**src/inc/ttc_defines.vh**
```
// Constants for the transient trigger controller: offsets, fields, timing.
`ifndef TTC_DEFINES_VH
`define TTC_DEFINES_VH

// ************************************************************
// Register offsets (word addresses on the plain port)
// ************************************************************
`define TTC_ADDR_CTRL      4'h0
`define TTC_ADDR_SOURCE    4'h1
`define TTC_ADDR_TRIGGERED_VOLTAGE_LEVEL 4'h2
`define TTC_ADDR_TRIGGERED_CURRENT_LEVEL 4'h3
`define TTC_ADDR_VOLT_IMM  4'h4
`define TTC_ADDR_CURR_IMM  4'h5
`define TTC_ADDR_COMMAND   4'h6
`define TTC_ADDR_OPER_COND 4'h7
`define TTC_ADDR_IRQ_STAT  4'h8
`define TTC_ADDR_IRQ_MASK  4'h9
`define TTC_ADDR_PIN_CFG   4'hA
`define TTC_ADDR_VOLT_OUT  4'hB
`define TTC_ADDR_CURR_OUT  4'hC

// ************************************************************
// Field positions
// ************************************************************
// Control register
`define TTC_CTRL_VSTEP     0
`define TTC_CTRL_CSTEP     1
`define TTC_CTRL_CONT      2
// Command register (write-only pulses)
`define TTC_CMD_INIT       0
`define TTC_CMD_ABORT      1
`define TTC_CMD_IMMED      2
`define TTC_CMD_BUS        3
// Operation condition bits
`define TTC_OPER_WTG       4
`define TTC_OPER_ACTIVE    6
// Interrupt status bits
`define TTC_IRQ_TRIG       0
`define TTC_IRQ_DROP       1
`define TTC_IRQ_IDLE       2

// Source select codes, bits [5:4]; bits [2:0] give pin or channel
`define TTC_SRC_BUS        2'h0
`define TTC_SRC_PIN        2'h1
`define TTC_SRC_TRAN       2'h2
`define TTC_SRC_EXT        2'h3

// ************************************************************
// Reset values
// ************************************************************
`define TTC_RST_CTRL       3'h0
`define TTC_RST_SOURCE     6'h00
`define TTC_RST_LEVEL      16'h0000
`define TTC_RST_PINCFG     8'h00

// ************************************************************
// Timing
// ************************************************************
`define TTC_CLK_MHZ        250
`define TTC_READY_US       2000
`define TTC_READY_CYC      (`TTC_READY_US * `TTC_CLK_MHZ)
`define TTC_SETTLE_CYC     4

`endif

```
**src/logic/ttc_sync_edge.v**
```verilog
// Two-flop synchroniser bank with rising-edge detection per bit.
module ttc_sync_edge #(
    parameter W = 8
) (
    // Clock and reset
    input wire ref_clk,
    input wire resetn,
    // Asynchronous inputs
    input wire [W-1:0] async_in,
    // Synchronised rising edges, one-cycle pulses
    output wire [W-1:0] rise
);

    reg [W-1:0] meta_r;
    reg [W-1:0] sync_r;
    reg [W-1:0] prev_r;

    // First stage feeds only the second stage
    always @(posedge ref_clk or negedge resetn) begin
        if (!resetn) begin
            meta_r <= {W{1'b0}};
            sync_r <= {W{1'b0}};
            prev_r <= {W{1'b0}};
        end else begin
            meta_r <= async_in;
            sync_r <= meta_r;
            prev_r <= sync_r;
        end
    end

    // Edge taken from the settled stages only
    assign rise = sync_r & ~prev_r;

endmodule

```
**src/logic/ttc_top.v**
```verilog
// Transient trigger controller for one output channel.
`include "ttc_defines.vh"

module ttc_top #(
    parameter READY_CYC = `TTC_READY_CYC
) (
    // Clock and reset
    input wire ref_clk,
    input wire resetn,
    // Register port
    input wire [3:0] reg_addr,
    input wire [15:0] reg_wdata,
    input wire reg_wr,
    input wire reg_rd,
    output reg [15:0] reg_rdata,
    // Trigger sources: digital port pins and other channels
    input wire [7:0] port_pin_in,
    input wire [7:0] chan_trig_out_in,
    // Channel setpoints and status
    output reg [15:0] volt_setpoint,
    output reg [15:0] curr_setpoint,
    output wire waiting_for_trigger_flag,
    output wire tran_active_flag,
    output wire irq
);

    // ************************************************************
    // States
    // ************************************************************
    localparam ST_IDLE = 2'h0;
    localparam ST_ARMING = 2'h1;
    localparam ST_WAIT = 2'h2;
    localparam ST_ACTION = 2'h3;

    // ************************************************************
    // Registers and wires
    // ************************************************************
    reg [2:0] ctrl_r;
    reg [5:0] trigger_source_select;
    reg [15:0] triggered_voltage_level;
    reg [15:0] triggered_current_level;
    reg [15:0] volt_imm_r;
    reg [15:0] curr_imm_r;
    reg [7:0] pin_cfg_r;
    reg [2:0] irq_stat_r;
    reg [2:0] irq_mask_r;
    reg [1:0] state_r;
    reg [1:0] state_nxt;
    reg [31:0] cnt_r;
    reg [31:0] cnt_nxt;
    reg trig_event;
    wire [7:0] pin_rise;
    wire [7:0] chan_rise;
    wire cmd_wr;
    wire init_cmd;
    wire abort_command;
    wire immed_cmd;
    wire bus_cmd;
    wire [2:0] sel_idx;
    wire accept;
    wire drop;
    wire to_idle;
    wire [2:0] irq_set;
    wire continuous_arm_setting;

    // Returns one bit of an 8-bit vector chosen by a 3-bit index
    function pick;
        input [7:0] vec;
        input [2:0] idx;
        begin
            pick = vec[idx];
        end
    endfunction

    // Register address match, shared by the write and command decode paths
    function hit;
        input [3:0] a;
        input [3:0] b;
        begin
            hit = (a == b);
        end
    endfunction

    // ************************************************************
    // Pin and channel trigger synchronisers
    // ************************************************************
    ttc_sync_edge #(
        .W(8)
    ) u_pin_sync (
        .ref_clk(ref_clk),
        .resetn(resetn),
        .async_in(port_pin_in),
        .rise(pin_rise)
    );

    // Other channels may run from another clock tree, so sync them too
    ttc_sync_edge #(
        .W(8)
    ) u_chan_sync (
        .ref_clk(ref_clk),
        .resetn(resetn),
        .async_in(chan_trig_out_in),
        .rise(chan_rise)
    );

    // ************************************************************
    // Command decode
    // ************************************************************
    assign cmd_wr = reg_wr && hit(reg_addr, `TTC_ADDR_COMMAND);
    assign init_cmd = cmd_wr && reg_wdata[`TTC_CMD_INIT];
    assign abort_command = cmd_wr && reg_wdata[`TTC_CMD_ABORT];
    assign immed_cmd = cmd_wr && reg_wdata[`TTC_CMD_IMMED];
    assign bus_cmd = cmd_wr && reg_wdata[`TTC_CMD_BUS];
    assign continuous_arm_setting = ctrl_r[`TTC_CTRL_CONT];
    assign sel_idx = trigger_source_select[2:0];

    // ************************************************************
    // Trigger source selection
    // ************************************************************
    // A pin only counts while configured as a trigger input
    always @* begin
        trig_event = 1'b0;
        case (trigger_source_select[5:4])
            `TTC_SRC_BUS: begin
                trig_event = bus_cmd;
            end
            `TTC_SRC_PIN: begin
                trig_event = pick(pin_rise & pin_cfg_r, sel_idx);
            end
            `TTC_SRC_TRAN: begin
                trig_event = pick(chan_rise, sel_idx);
            end
            `TTC_SRC_EXT: begin
                trig_event = |(pin_rise & pin_cfg_r);
            end
            default: begin
                trig_event = 1'b0;
            end
        endcase
        if (immed_cmd) begin
            trig_event = 1'b1;
        end
    end

    // Triggers count only in the waiting state; earlier ones are lost
    assign accept = trig_event && (state_r == ST_WAIT) && !abort_command;
    assign drop = trig_event && (state_r == ST_ARMING);

    // ************************************************************
    // Trigger state machine
    // ************************************************************
    always @* begin
        state_nxt = state_r;
        cnt_nxt = cnt_r;
        case (state_r)
            ST_IDLE: begin
                // Idle ignores all triggers
                if (init_cmd || continuous_arm_setting) begin
                    state_nxt = ST_ARMING;
                    cnt_nxt = READY_CYC - 1;
                end
            end
            ST_ARMING: begin
                if (cnt_r == 32'h00000000) begin
                    state_nxt = ST_WAIT;
                end else begin
                    cnt_nxt = cnt_r - 32'h00000001;
                end
            end
            ST_WAIT: begin
                if (accept) begin
                    state_nxt = ST_ACTION;
                    cnt_nxt = `TTC_SETTLE_CYC - 1;
                end
            end
            ST_ACTION: begin
                // Step settles for a few cycles, then back to idle
                if (cnt_r == 32'h00000000) begin
                    state_nxt = ST_IDLE;
                end else begin
                    cnt_nxt = cnt_r - 32'h00000001;
                end
            end
            default: begin
                state_nxt = ST_IDLE;
            end
        endcase
        if (abort_command) begin
            state_nxt = ST_IDLE;
            cnt_nxt = 32'h00000000;
        end
    end

    // State register; power-on lands in idle
    always @(posedge ref_clk or negedge resetn) begin
        if (!resetn) begin
            state_r <= ST_IDLE;
            cnt_r <= 32'h00000000;
        end else begin
            state_r <= state_nxt;
            cnt_r <= cnt_nxt;
        end
    end

    // Flag drops as soon as the state leaves waiting
    assign waiting_for_trigger_flag = (state_r == ST_WAIT);
    assign tran_active_flag = (state_r != ST_IDLE);
    assign to_idle = (state_r != ST_IDLE) && (state_nxt == ST_IDLE);

    // ************************************************************
    // Setpoint outputs
    // ************************************************************
    // Fixed mode keeps the immediate value even on an accepted trigger
    always @(posedge ref_clk or negedge resetn) begin
        if (!resetn) begin
            volt_setpoint <= `TTC_RST_LEVEL;
            curr_setpoint <= `TTC_RST_LEVEL;
        end else begin
            if (accept && ctrl_r[`TTC_CTRL_VSTEP]) begin
                volt_setpoint <= triggered_voltage_level;
            end else begin
                volt_setpoint <= volt_imm_r;
            end
            if (accept && ctrl_r[`TTC_CTRL_CSTEP]) begin
                curr_setpoint <= triggered_current_level;
            end else begin
                curr_setpoint <= curr_imm_r;
            end
        end
    end

    // ************************************************************
    // Register writes
    // ************************************************************
    // Step mode copies the triggered level into the immediate value
    always @(posedge ref_clk or negedge resetn) begin
        if (!resetn) begin
            ctrl_r <= `TTC_RST_CTRL;
            trigger_source_select <= `TTC_RST_SOURCE;
            triggered_voltage_level <= `TTC_RST_LEVEL;
            triggered_current_level <= `TTC_RST_LEVEL;
            volt_imm_r <= `TTC_RST_LEVEL;
            curr_imm_r <= `TTC_RST_LEVEL;
            pin_cfg_r <= `TTC_RST_PINCFG;
            irq_mask_r <= 3'h0;
        end else begin
            if (reg_wr && hit(reg_addr, `TTC_ADDR_CTRL)) begin
                ctrl_r <= reg_wdata[2:0];
            end
            if (reg_wr && hit(reg_addr, `TTC_ADDR_SOURCE)) begin
                trigger_source_select <= reg_wdata[5:0];
            end
            if (reg_wr && hit(reg_addr, `TTC_ADDR_TRIGGERED_VOLTAGE_LEVEL)) begin
                triggered_voltage_level <= reg_wdata;
            end
            if (reg_wr && hit(reg_addr, `TTC_ADDR_TRIGGERED_CURRENT_LEVEL)) begin
                triggered_current_level <= reg_wdata;
            end
            if (reg_wr && hit(reg_addr, `TTC_ADDR_PIN_CFG)) begin
                pin_cfg_r <= reg_wdata[7:0];
            end
            if (reg_wr && hit(reg_addr, `TTC_ADDR_IRQ_MASK)) begin
                irq_mask_r <= reg_wdata[2:0];
            end
            // Trigger wins over a software write in the same cycle
            if (accept && ctrl_r[`TTC_CTRL_VSTEP]) begin
                volt_imm_r <= triggered_voltage_level;
            end else if (reg_wr && hit(reg_addr, `TTC_ADDR_VOLT_IMM)) begin
                volt_imm_r <= reg_wdata;
            end
            if (accept && ctrl_r[`TTC_CTRL_CSTEP]) begin
                curr_imm_r <= triggered_current_level;
            end else if (reg_wr && hit(reg_addr, `TTC_ADDR_CURR_IMM)) begin
                curr_imm_r <= reg_wdata;
            end
        end
    end

    // ************************************************************
    // Interrupts
    // ************************************************************
    assign irq_set = {to_idle, drop, accept};

    // Write one to clear; a set in the same cycle wins
    always @(posedge ref_clk or negedge resetn) begin
        if (!resetn) begin
            irq_stat_r <= 3'h0;
        end else if (reg_wr && hit(reg_addr, `TTC_ADDR_IRQ_STAT)) begin
            irq_stat_r <= (irq_stat_r & ~reg_wdata[2:0]) | irq_set;
        end else begin
            irq_stat_r <= irq_stat_r | irq_set;
        end
    end

    assign irq = |(irq_stat_r & irq_mask_r);

    // ************************************************************
    // Register reads, data one cycle after the strobe
    // ************************************************************
    always @(posedge ref_clk or negedge resetn) begin
        if (!resetn) begin
            reg_rdata <= 16'h0000;
        end else if (reg_rd) begin
            case (reg_addr)
                `TTC_ADDR_CTRL: reg_rdata <= {13'h0000, ctrl_r};
                `TTC_ADDR_SOURCE: begin
                    reg_rdata <= {10'h000, trigger_source_select};
                end
                `TTC_ADDR_TRIGGERED_VOLTAGE_LEVEL: reg_rdata <= triggered_voltage_level;
                `TTC_ADDR_TRIGGERED_CURRENT_LEVEL: reg_rdata <= triggered_current_level;
                `TTC_ADDR_VOLT_IMM: reg_rdata <= volt_imm_r;
                `TTC_ADDR_CURR_IMM: reg_rdata <= curr_imm_r;
                `TTC_ADDR_OPER_COND: begin
                    reg_rdata <= {9'h000, tran_active_flag, 1'b0,
                        waiting_for_trigger_flag, 4'h0};
                end
                `TTC_ADDR_IRQ_STAT: reg_rdata <= {13'h0000, irq_stat_r};
                `TTC_ADDR_IRQ_MASK: reg_rdata <= {13'h0000, irq_mask_r};
                `TTC_ADDR_PIN_CFG: reg_rdata <= {8'h00, pin_cfg_r};
                `TTC_ADDR_VOLT_OUT: reg_rdata <= volt_setpoint;
                `TTC_ADDR_CURR_OUT: reg_rdata <= curr_setpoint;
                default: reg_rdata <= 16'h0000;
            endcase
        end else begin
            reg_rdata <= 16'h0000;
        end
    end

endmodule

```
**config.mk**
```make
export PLATFORM = sky130hd
export DESIGN_NAME = ttc_top
export DESIGN_NICKNAME = d
export VERILOG_FILES = /design/src/logic/ttc_sync_edge.v /design/src/logic/ttc_top.v
export VERILOG_INCLUDE_DIRS = /design/src /design/src/inc
export SDC_FILE = /design/constraint.sdc
export NUM_CORES = 1
export LEC_CHECK = 0
export BUFFER_PORTS_ARGS = -buffer_cell sky130_fd_sc_hd__buf_2
export CELL_PAD_IN_SITES_DETAIL_PLACEMENT = 1
export CELL_PAD_IN_SITES_GLOBAL_PLACEMENT = 2
export CORE_UTILIZATION = 40
export CTS_CLUSTER_DIAMETER = 200
export DETAILED_ROUTE_END_ITERATION = 10
export PLACE_DENSITY_LB_ADDON = 0.1
export SLEW_MARGIN = 15
export SYNTH_ARGS = -nofsm -noshare
export SYNTH_HDL_FRONTEND = slang
export SYNTH_SLANG_ARGS = --single-unit
```
**constraint.sdc**
```tcl
create_clock -name ref_clk -period 3 [get_ports ref_clk]
set_input_delay 0.3 -clock ref_clk [delete_from_list [all_inputs] [get_ports ref_clk]]
set_output_delay 0.3 -clock ref_clk [all_outputs]
set_load 0.02 [all_outputs]
```
==> impl_results.md, run 1 <==
- Vias post-DR: 7104
- Commonest cells post-synth: dfrtp_1 (217), mux2_2 (85), nor2_1 (63)
- Netlist cell types: 67
- Net switching power: 2.72 mW
- Clock network power share: 33.0%
- Worst Tran Pin Value: 0.932 ns
- Clk_lat worst skew: 0.53 ns
- Root Driver: clkbuf_16
- Post-layout minimum cycle time: 2.86 ns
- Routed WL per cell: 21.8 µm
- CTS buffer count: 24
- Post-route cell area: 11400 µm²
- Post-route DRC violation count: 0
- Ys flop type: dfrtp_1
- Final max-slew violation count: 0
- Rows: 55
- Dpl cell area: 10500 µm²
- Port bufs: 90
- NumNets Final: 967
- H-tree levels: 1
- Die Area: 24300 µm²
- Initial antenna violation count: 0
- Top-area cell type share of the netlist area: 57.2%
- Largest net degree at the start of global routing: 92
- Placed Cells: 1195
- CP max FO: 11
- Crit start category: flip-flop
- Final Wtd Congestion: 0.826
- 1st-iter DRT viols: 347
- Final WL: 27400 µm
- Switching Share: 31.3%
- Fin. Hold Viols: 0
- Core box area: 22900 µm²
- Remaining antenna violation count after routing: 0
- LEAKAGE: 5.30 nW
- Vias in the first global route: 7781
- CP Data Arrival Time: 3.31 ns
- Die width: 156 µm
- Syn. warnings: 0
- GRT Util Overall: 23.3%
- Status: complete, no violations
- Cell Count, Final, Fillers Out: 1254
- Setup TNS: 0 ns
- Synthesized flop and latch total: 217
- Clk sinks: 217
- Fin util: 49.9%
- RSZ-0062 raised after global routing: false
- Post-synth EDFFs: 0
- Die Y-Extent: 156 µm
- Combinational Power Share: 19.9%
- Pwr Density: 759 nW/µm²
- Global-route wire length before repair: 43900 µm
- P_int: 5.97 mW
- Count leader, synth: dfrtp_1
- Syn avg cell area: 11.8 µm²
- CTS tree: built
- Mapped cell area: 9490 µm²
- Endpoint type of the worst setup path: flip-flop
- Fmax: 349 MHz
- Initial Util: 41.4%
- CTS clk-pin slew, worst paths: 0.06 ns
- Setup Buffers After CTS: 0
- Number of diodes: 0
- Most area-hungry cell type in the Yosys netlist: dfrtp_1
- Max cap viols: 0
- Async SR Flop Fraction: 100%
- CTS max path bufs: 3
- Register area share after synthesis: 57.2%
- Slew Limit Headroom: 37.7%
- Critical path type: flip-flop to flip-flop
- Net count after synthesis: 843
- Layout cell share with drive strength beyond 1: 28.6%
- Total gr overflow: 0
- Hold Path Class: primary input to flip-flop
- Reg power frac: 47.0%
- P&R area growth vs syn: 20.7%
- Part of the cycle the worst path needs: 95.5%
- Boundary Pins: 91
- Final setup viols: 0
- Worst Skew: 0.0204 ns
- Max VDD drop: 431 µV
- Mapped Cells: 801
- DRT Pass-1 Iters: 4
- Vias per std cell: 5.67
- Critical Path RT: 3.44 ns
- Top cells by area, synth: dfrtp_1 (57%), mux2_2 (10%), mux2i_1 (3.5%), a22oi_1 (2.9%), a21oi_1 (2.7%)
- DP HPWL: 18200 µm
path summary, 6_finish.rpt:
path | start | endpoint | slack [ns] | cells past startpoint
worst max-delay path | cnt_r[4] | cnt_r[30] | 0.14 | 9
worst min-delay path | reg_wdata[9] | triggered_voltage_level[9] | 0.06 | 2
worst max register to register | cnt_r[4] | cnt_r[30] | 0.14 | 9
worst min register to register | u_pin_sync.meta_r[6] | u_pin_sync.sync_r[6] | 0.35 | 0
max in group asynchronous | resetn | trigger_source_select[0] | 1.65 | 3
min in group asynchronous | resetn | cnt_r[16] | 0.39 | 2
per-layer routing:
metal / GRT usage (%) / wire (µm) / vias to the layer above
met4: 6.16 / 594 / 0
met5: 0 / 0 / -
li1: - / - / 3227
met3: 3.53 / 1230 / 45
met1: 31.0 / 12100 / 3685
met2: 39.5 / 13500 / 147
flip-flops by register name, indices dropped and copies added (netlist names):
name and count:
curr_imm_r 16, u_chan_sync.prev_r 8, pin_cfg_r 8, cnt_r 32
u_chan_sync.sync_r 8, irq_stat_r 3, volt_imm_r 16, volt_setpoint 16
u_pin_sync.meta_r 8, u_chan_sync.meta_r 8, curr_setpoint 16, ctrl_r 3
reg_rdata 16, state_r 2, trigger_source_select 6, triggered_voltage_level 16
irq_mask_r 3, triggered_current_level 16, u_pin_sync.sync_r 8, u_pin_sync.prev_r 8
metrics by stage:
step                hold slack, ns  total power [mW]  setup slack [ns]
global route                0.0692              9.11            0.0209
detailed placement           0.336              5.84            0.0937
CTS                         0.0476              8.75            0.0748
floorplan                  0.00441              5.11             0.363
finish                      0.0593              8.69             0.136
global placement             0.333              5.72             0.175
critical path, stage by stage (launching register included):
cell	delay, ns
dfrtp_1	0.44
or4_4	0.57
or4b_4	0.60
nor3_4	0.18
nand2_1	0.07
o21ai_1	0.13
a31oi_1	0.06
buf_4	0.18
or4_1	0.39
a21oi_1	0.15
power groups by stage:
stage | clock network (mW) | logic [mW] | registers, mW
after global placement | 0 | 1.64 | 4.08
after floorplan | 0 | 0.999 | 4.11
final | 2.87 | 1.73 | 4.09
after CTS | 2.92 | 1.75 | 4.09
after global routing | 3.03 | 1.91 | 4.17
after detailed placement | 0 | 1.71 | 4.13
cells in the final DEF, fill, tap and decap left out, drive strengths merged, types with 23 or more instances in the layout:
cell,count
nand2,43
mux2,85
a22oi,37
clkbuf,35
buf,124
a21oi,53
a31oi,23
dfrtp,217
nor2,63
mux2i,33
area by class of cell:
type                       instances  area [µm²]
tap                              313         392
fill                            2425       11500
sequential                       217        5430
timing repair buffer             141         973
clock buffer                      35         682
clock inverter                     7        80.1
multi-input combinational        530        3850
inverter                          11        41.3
kinds of logic (layout without fill, tap and decap cells):
family | Yosys count | in the layout | synth area share [%]
flip-flops | 217 | 217 | 57.2
AND/OR/NAND/NOR | 210 | 210 | 12.1
AO/OA/AOI/OAI | 198 | 198 | 14.1
multiplexers | 118 | 118 | 13.6
buffers and inverters | 54 | 194 | 2.57
adder cells (fa/ha/maj) | 2 | 2 | 0.264
XOR/XNOR | 2 | 2 | 0.185
repair_timing:
| item | 4_1_cts | 5_1_grt |
|---|---|---|
| hold buffers | 17 | 0 |
| gates resized for setup | 0 | 2 |
| endpoints found under the setup margin | 0 | 29 |
| hold endpoints to repair | 104 | 0 |
Power figures use the tool's default switching activity.
==> run 2: changes to the inputs <==
--- a/config.mk
+++ b/config.mk
@@ -14,4 +14,5 @@
 export DETAILED_ROUTE_END_ITERATION = 10
 export PLACE_DENSITY_LB_ADDON = 0.1
+export RECOVER_POWER = 50
 export SLEW_MARGIN = 15
 export SYNTH_ARGS = -nofsm -noshare
==> constraint.sdc (replaced) <==
create_clock -name ref_clk -period 3 [get_ports ref_clk]
set_input_delay 0.15 -clock ref_clk [delete_from_list [all_inputs] [get_ports ref_clk]]
set_output_delay 0.15 -clock ref_clk [all_outputs]
set_load 0.02 [all_outputs]
==> run 2 against run 1 <==
  * The flow now finishes with violations (capacitance limit, slew limit)
  * Setup slack better by 0.013 ns
  * Utilization grew 0.94 points
  * Routed wire length increased by 0.37%
  * Combinational power increased by 2%
  * Critical path type unchanged
  * Critical endpoint unchanged
  * Largest cell class unchanged
  * Highest routed layer unchanged
==> impl_results.md, run 2 (synthesized netlist as in run 1, its figures left out) <==
- Routed WL per cell: 21.6 µm
- CTS buffer count: 25
- Initial antenna violation count: 0
- Die width: 156 µm
- Post-layout minimum cycle time: 2.85 ns
- Initial Util: 41.4%
- DP HPWL: 18000 µm
- Global-route wire length before repair: 44000 µm
- Fin. Hold Viols: 0
- Power consumption: 8.97 mW
- CTS clk-pin slew, worst paths: 0.06 ns
- Critical Path RT: 3.44 ns
- Largest register FFs: 32
- Biggest register: cnt_r
- Endpoint type of the worst setup path: flip-flop
- Clk_lat worst skew: 0.53 ns
- LEAKAGE: 5.41 nW
- Max cap viols: 1
- Hold Path Class: primary input to flip-flop
- Largest stage delay, worst path: 0.57 ns
- Slew Limit Headroom: -53.3%
- Worst Tran Pin Value: 2.30 ns
- Most common cell after layout, fill and taps aside: dfrtp_1
- Pwr Density: 769 nW/µm²
- Clk sinks: 217
- CP Data Arrival Time: 3.29 ns
- H-tree levels: 1
- Vias post-DR: 7196
- Final max-slew violation count: 89
- Critical path type: flip-flop to flip-flop
- Failing checks: capacitance limit, slew limit
- Final Wtd Congestion: 0.881
- Worst path slowest cell: or4_4
- Final setup viols: 0
- NumNets Final: 984
- Fmax: 351 MHz
- Status: complete, but fails checks
- CP max FO: 11
- Boundary Pins: 91
- Setup TNS: 0 ns
- Max VDD drop: 500 µV
- P&R area growth vs syn: 22.9%
- Port bufs: 90
- Layout cell share with drive strength beyond 1: 28.9%
- Vias in the first global route: 7769
- Final worst hold slack: 0.0169 ns
- Number of diodes: 0
- Rows: 55
- DRT Pass-1 Iters: 5
- Die Y-Extent: 156 µm
- Most frequent cells in the layout: dfrtp_1 (215), buf_2 (87), mux2_2 (85)
- Fillers: 2439
- CP Cell Sequence: or4_4 > or4b_4 > nor3_4 > nand2_1 > o21ai_1 > a31oi_1 > buf_4 > or4_1 > a21oi_1
- Total gr overflow: 0
- Root Driver: clkbuf_16
- GRT Util Overall: 23.5%
- Final WL: 27500 µm
- Vias per std cell: 5.66
- Remaining antenna violation count after routing: 0
- Crit start category: flip-flop
- Post-route DRC violation count: 0
- CTS tree: built
- 1st-iter DRT viols: 457
- CTS max path bufs: 3
- Part of the cycle the worst path needs: 95.0%
- Worst Skew: 0.0191 ns
- Largest net degree at the start of global routing: 91
- RSZ-0062 raised after global routing: false
- Core box area: 22900 µm²
- Die Area: 24300 µm²
## run 2: routing by layer
metal  vias to the layer above  global-route usage (%)  wire, µm
li1                       3271                       -         -
met3                        52                    3.31      1170
met5                         -                       0         0
met4                         0                    7.24       726
met1                      3719                    31.6     12300
met2                       154                    39.3     13300
## run 2: power breakdown
part | leakage [nW] | total [mW] | switching (mW) | internal (mW)
Sequential | 2.66 | 4.10 | 0.567 | 3.53
Combinational | 2.33 | 1.77 | 0.963 | 0.806
Clock | 0.414 | 3.10 | 1.21 | 1.89
Total | 5.41 | 8.97 | 2.74 | 6.23
## run 2: worst max-delay path: cells and delay by family, from the launching register on
family | cells | cell delay [ns]
AO/OA/AOI/OAI | 3 | 0.37
buffers and inverters | 1 | 0.19
flip-flops | 1 | 0.44
AND/OR/NAND/NOR | 5 | 1.77
## run 2: stage by stage
step / instances / cell area, µm² / setup WS (ns) / utilization (%)
after floorplan: 801 / 9490 / 0.363 / -
after global placement: 1198 / 10500 / 0.103 / 45.9
after detailed placement: 1198 / 10500 / 0.0313 / 45.9
after CTS: 1271 / 11700 / 0.0332 / 50.9
after global routing: 1272 / 11700 / 0.0114 / 50.9
final: 1272 / 11700 / 0.149 / 50.9
## run 2: timing repair
action / CTS / global route
hold endpoints to repair: 149 / 0
resized for setup: 0 / 5
hold buffers: 29 / 0
buffers inserted: 0 / 1
endpoints found under the setup margin: 0 / 11
## run 2: final timing paths
check / startpoint / end / slack, ns / cells past startpoint
setup / recovery: cnt_r[4] / cnt_r[30] / 0.15 / 9
hold / removal: reg_wdata[3] / triggered_current_level[3] / 0.02 / 2
setup reg to reg: cnt_r[4] / cnt_r[30] / 0.15 / 9
hold reg to reg: u_chan_sync.meta_r[0] / u_chan_sync.sync_r[0] / 0.34 / 0
max in group asynchronous: resetn / trigger_source_select[1] / 0.64 / 2
min in group asynchronous: resetn / cnt_r[13] / 0.83 / 2
## run 2: layout make-up
cell class                 instances  area [µm²]  share of cell area (%)
tap                              313         392                    3.36
sequential                       217        5430                    46.6
clock inverter                     8         103                   0.880
inverter                          11        41.3                   0.354
multi-input combinational        530        3850                    33.1
clock buffer                      36         747                    6.40
timing repair buffer             157        1090                    9.37
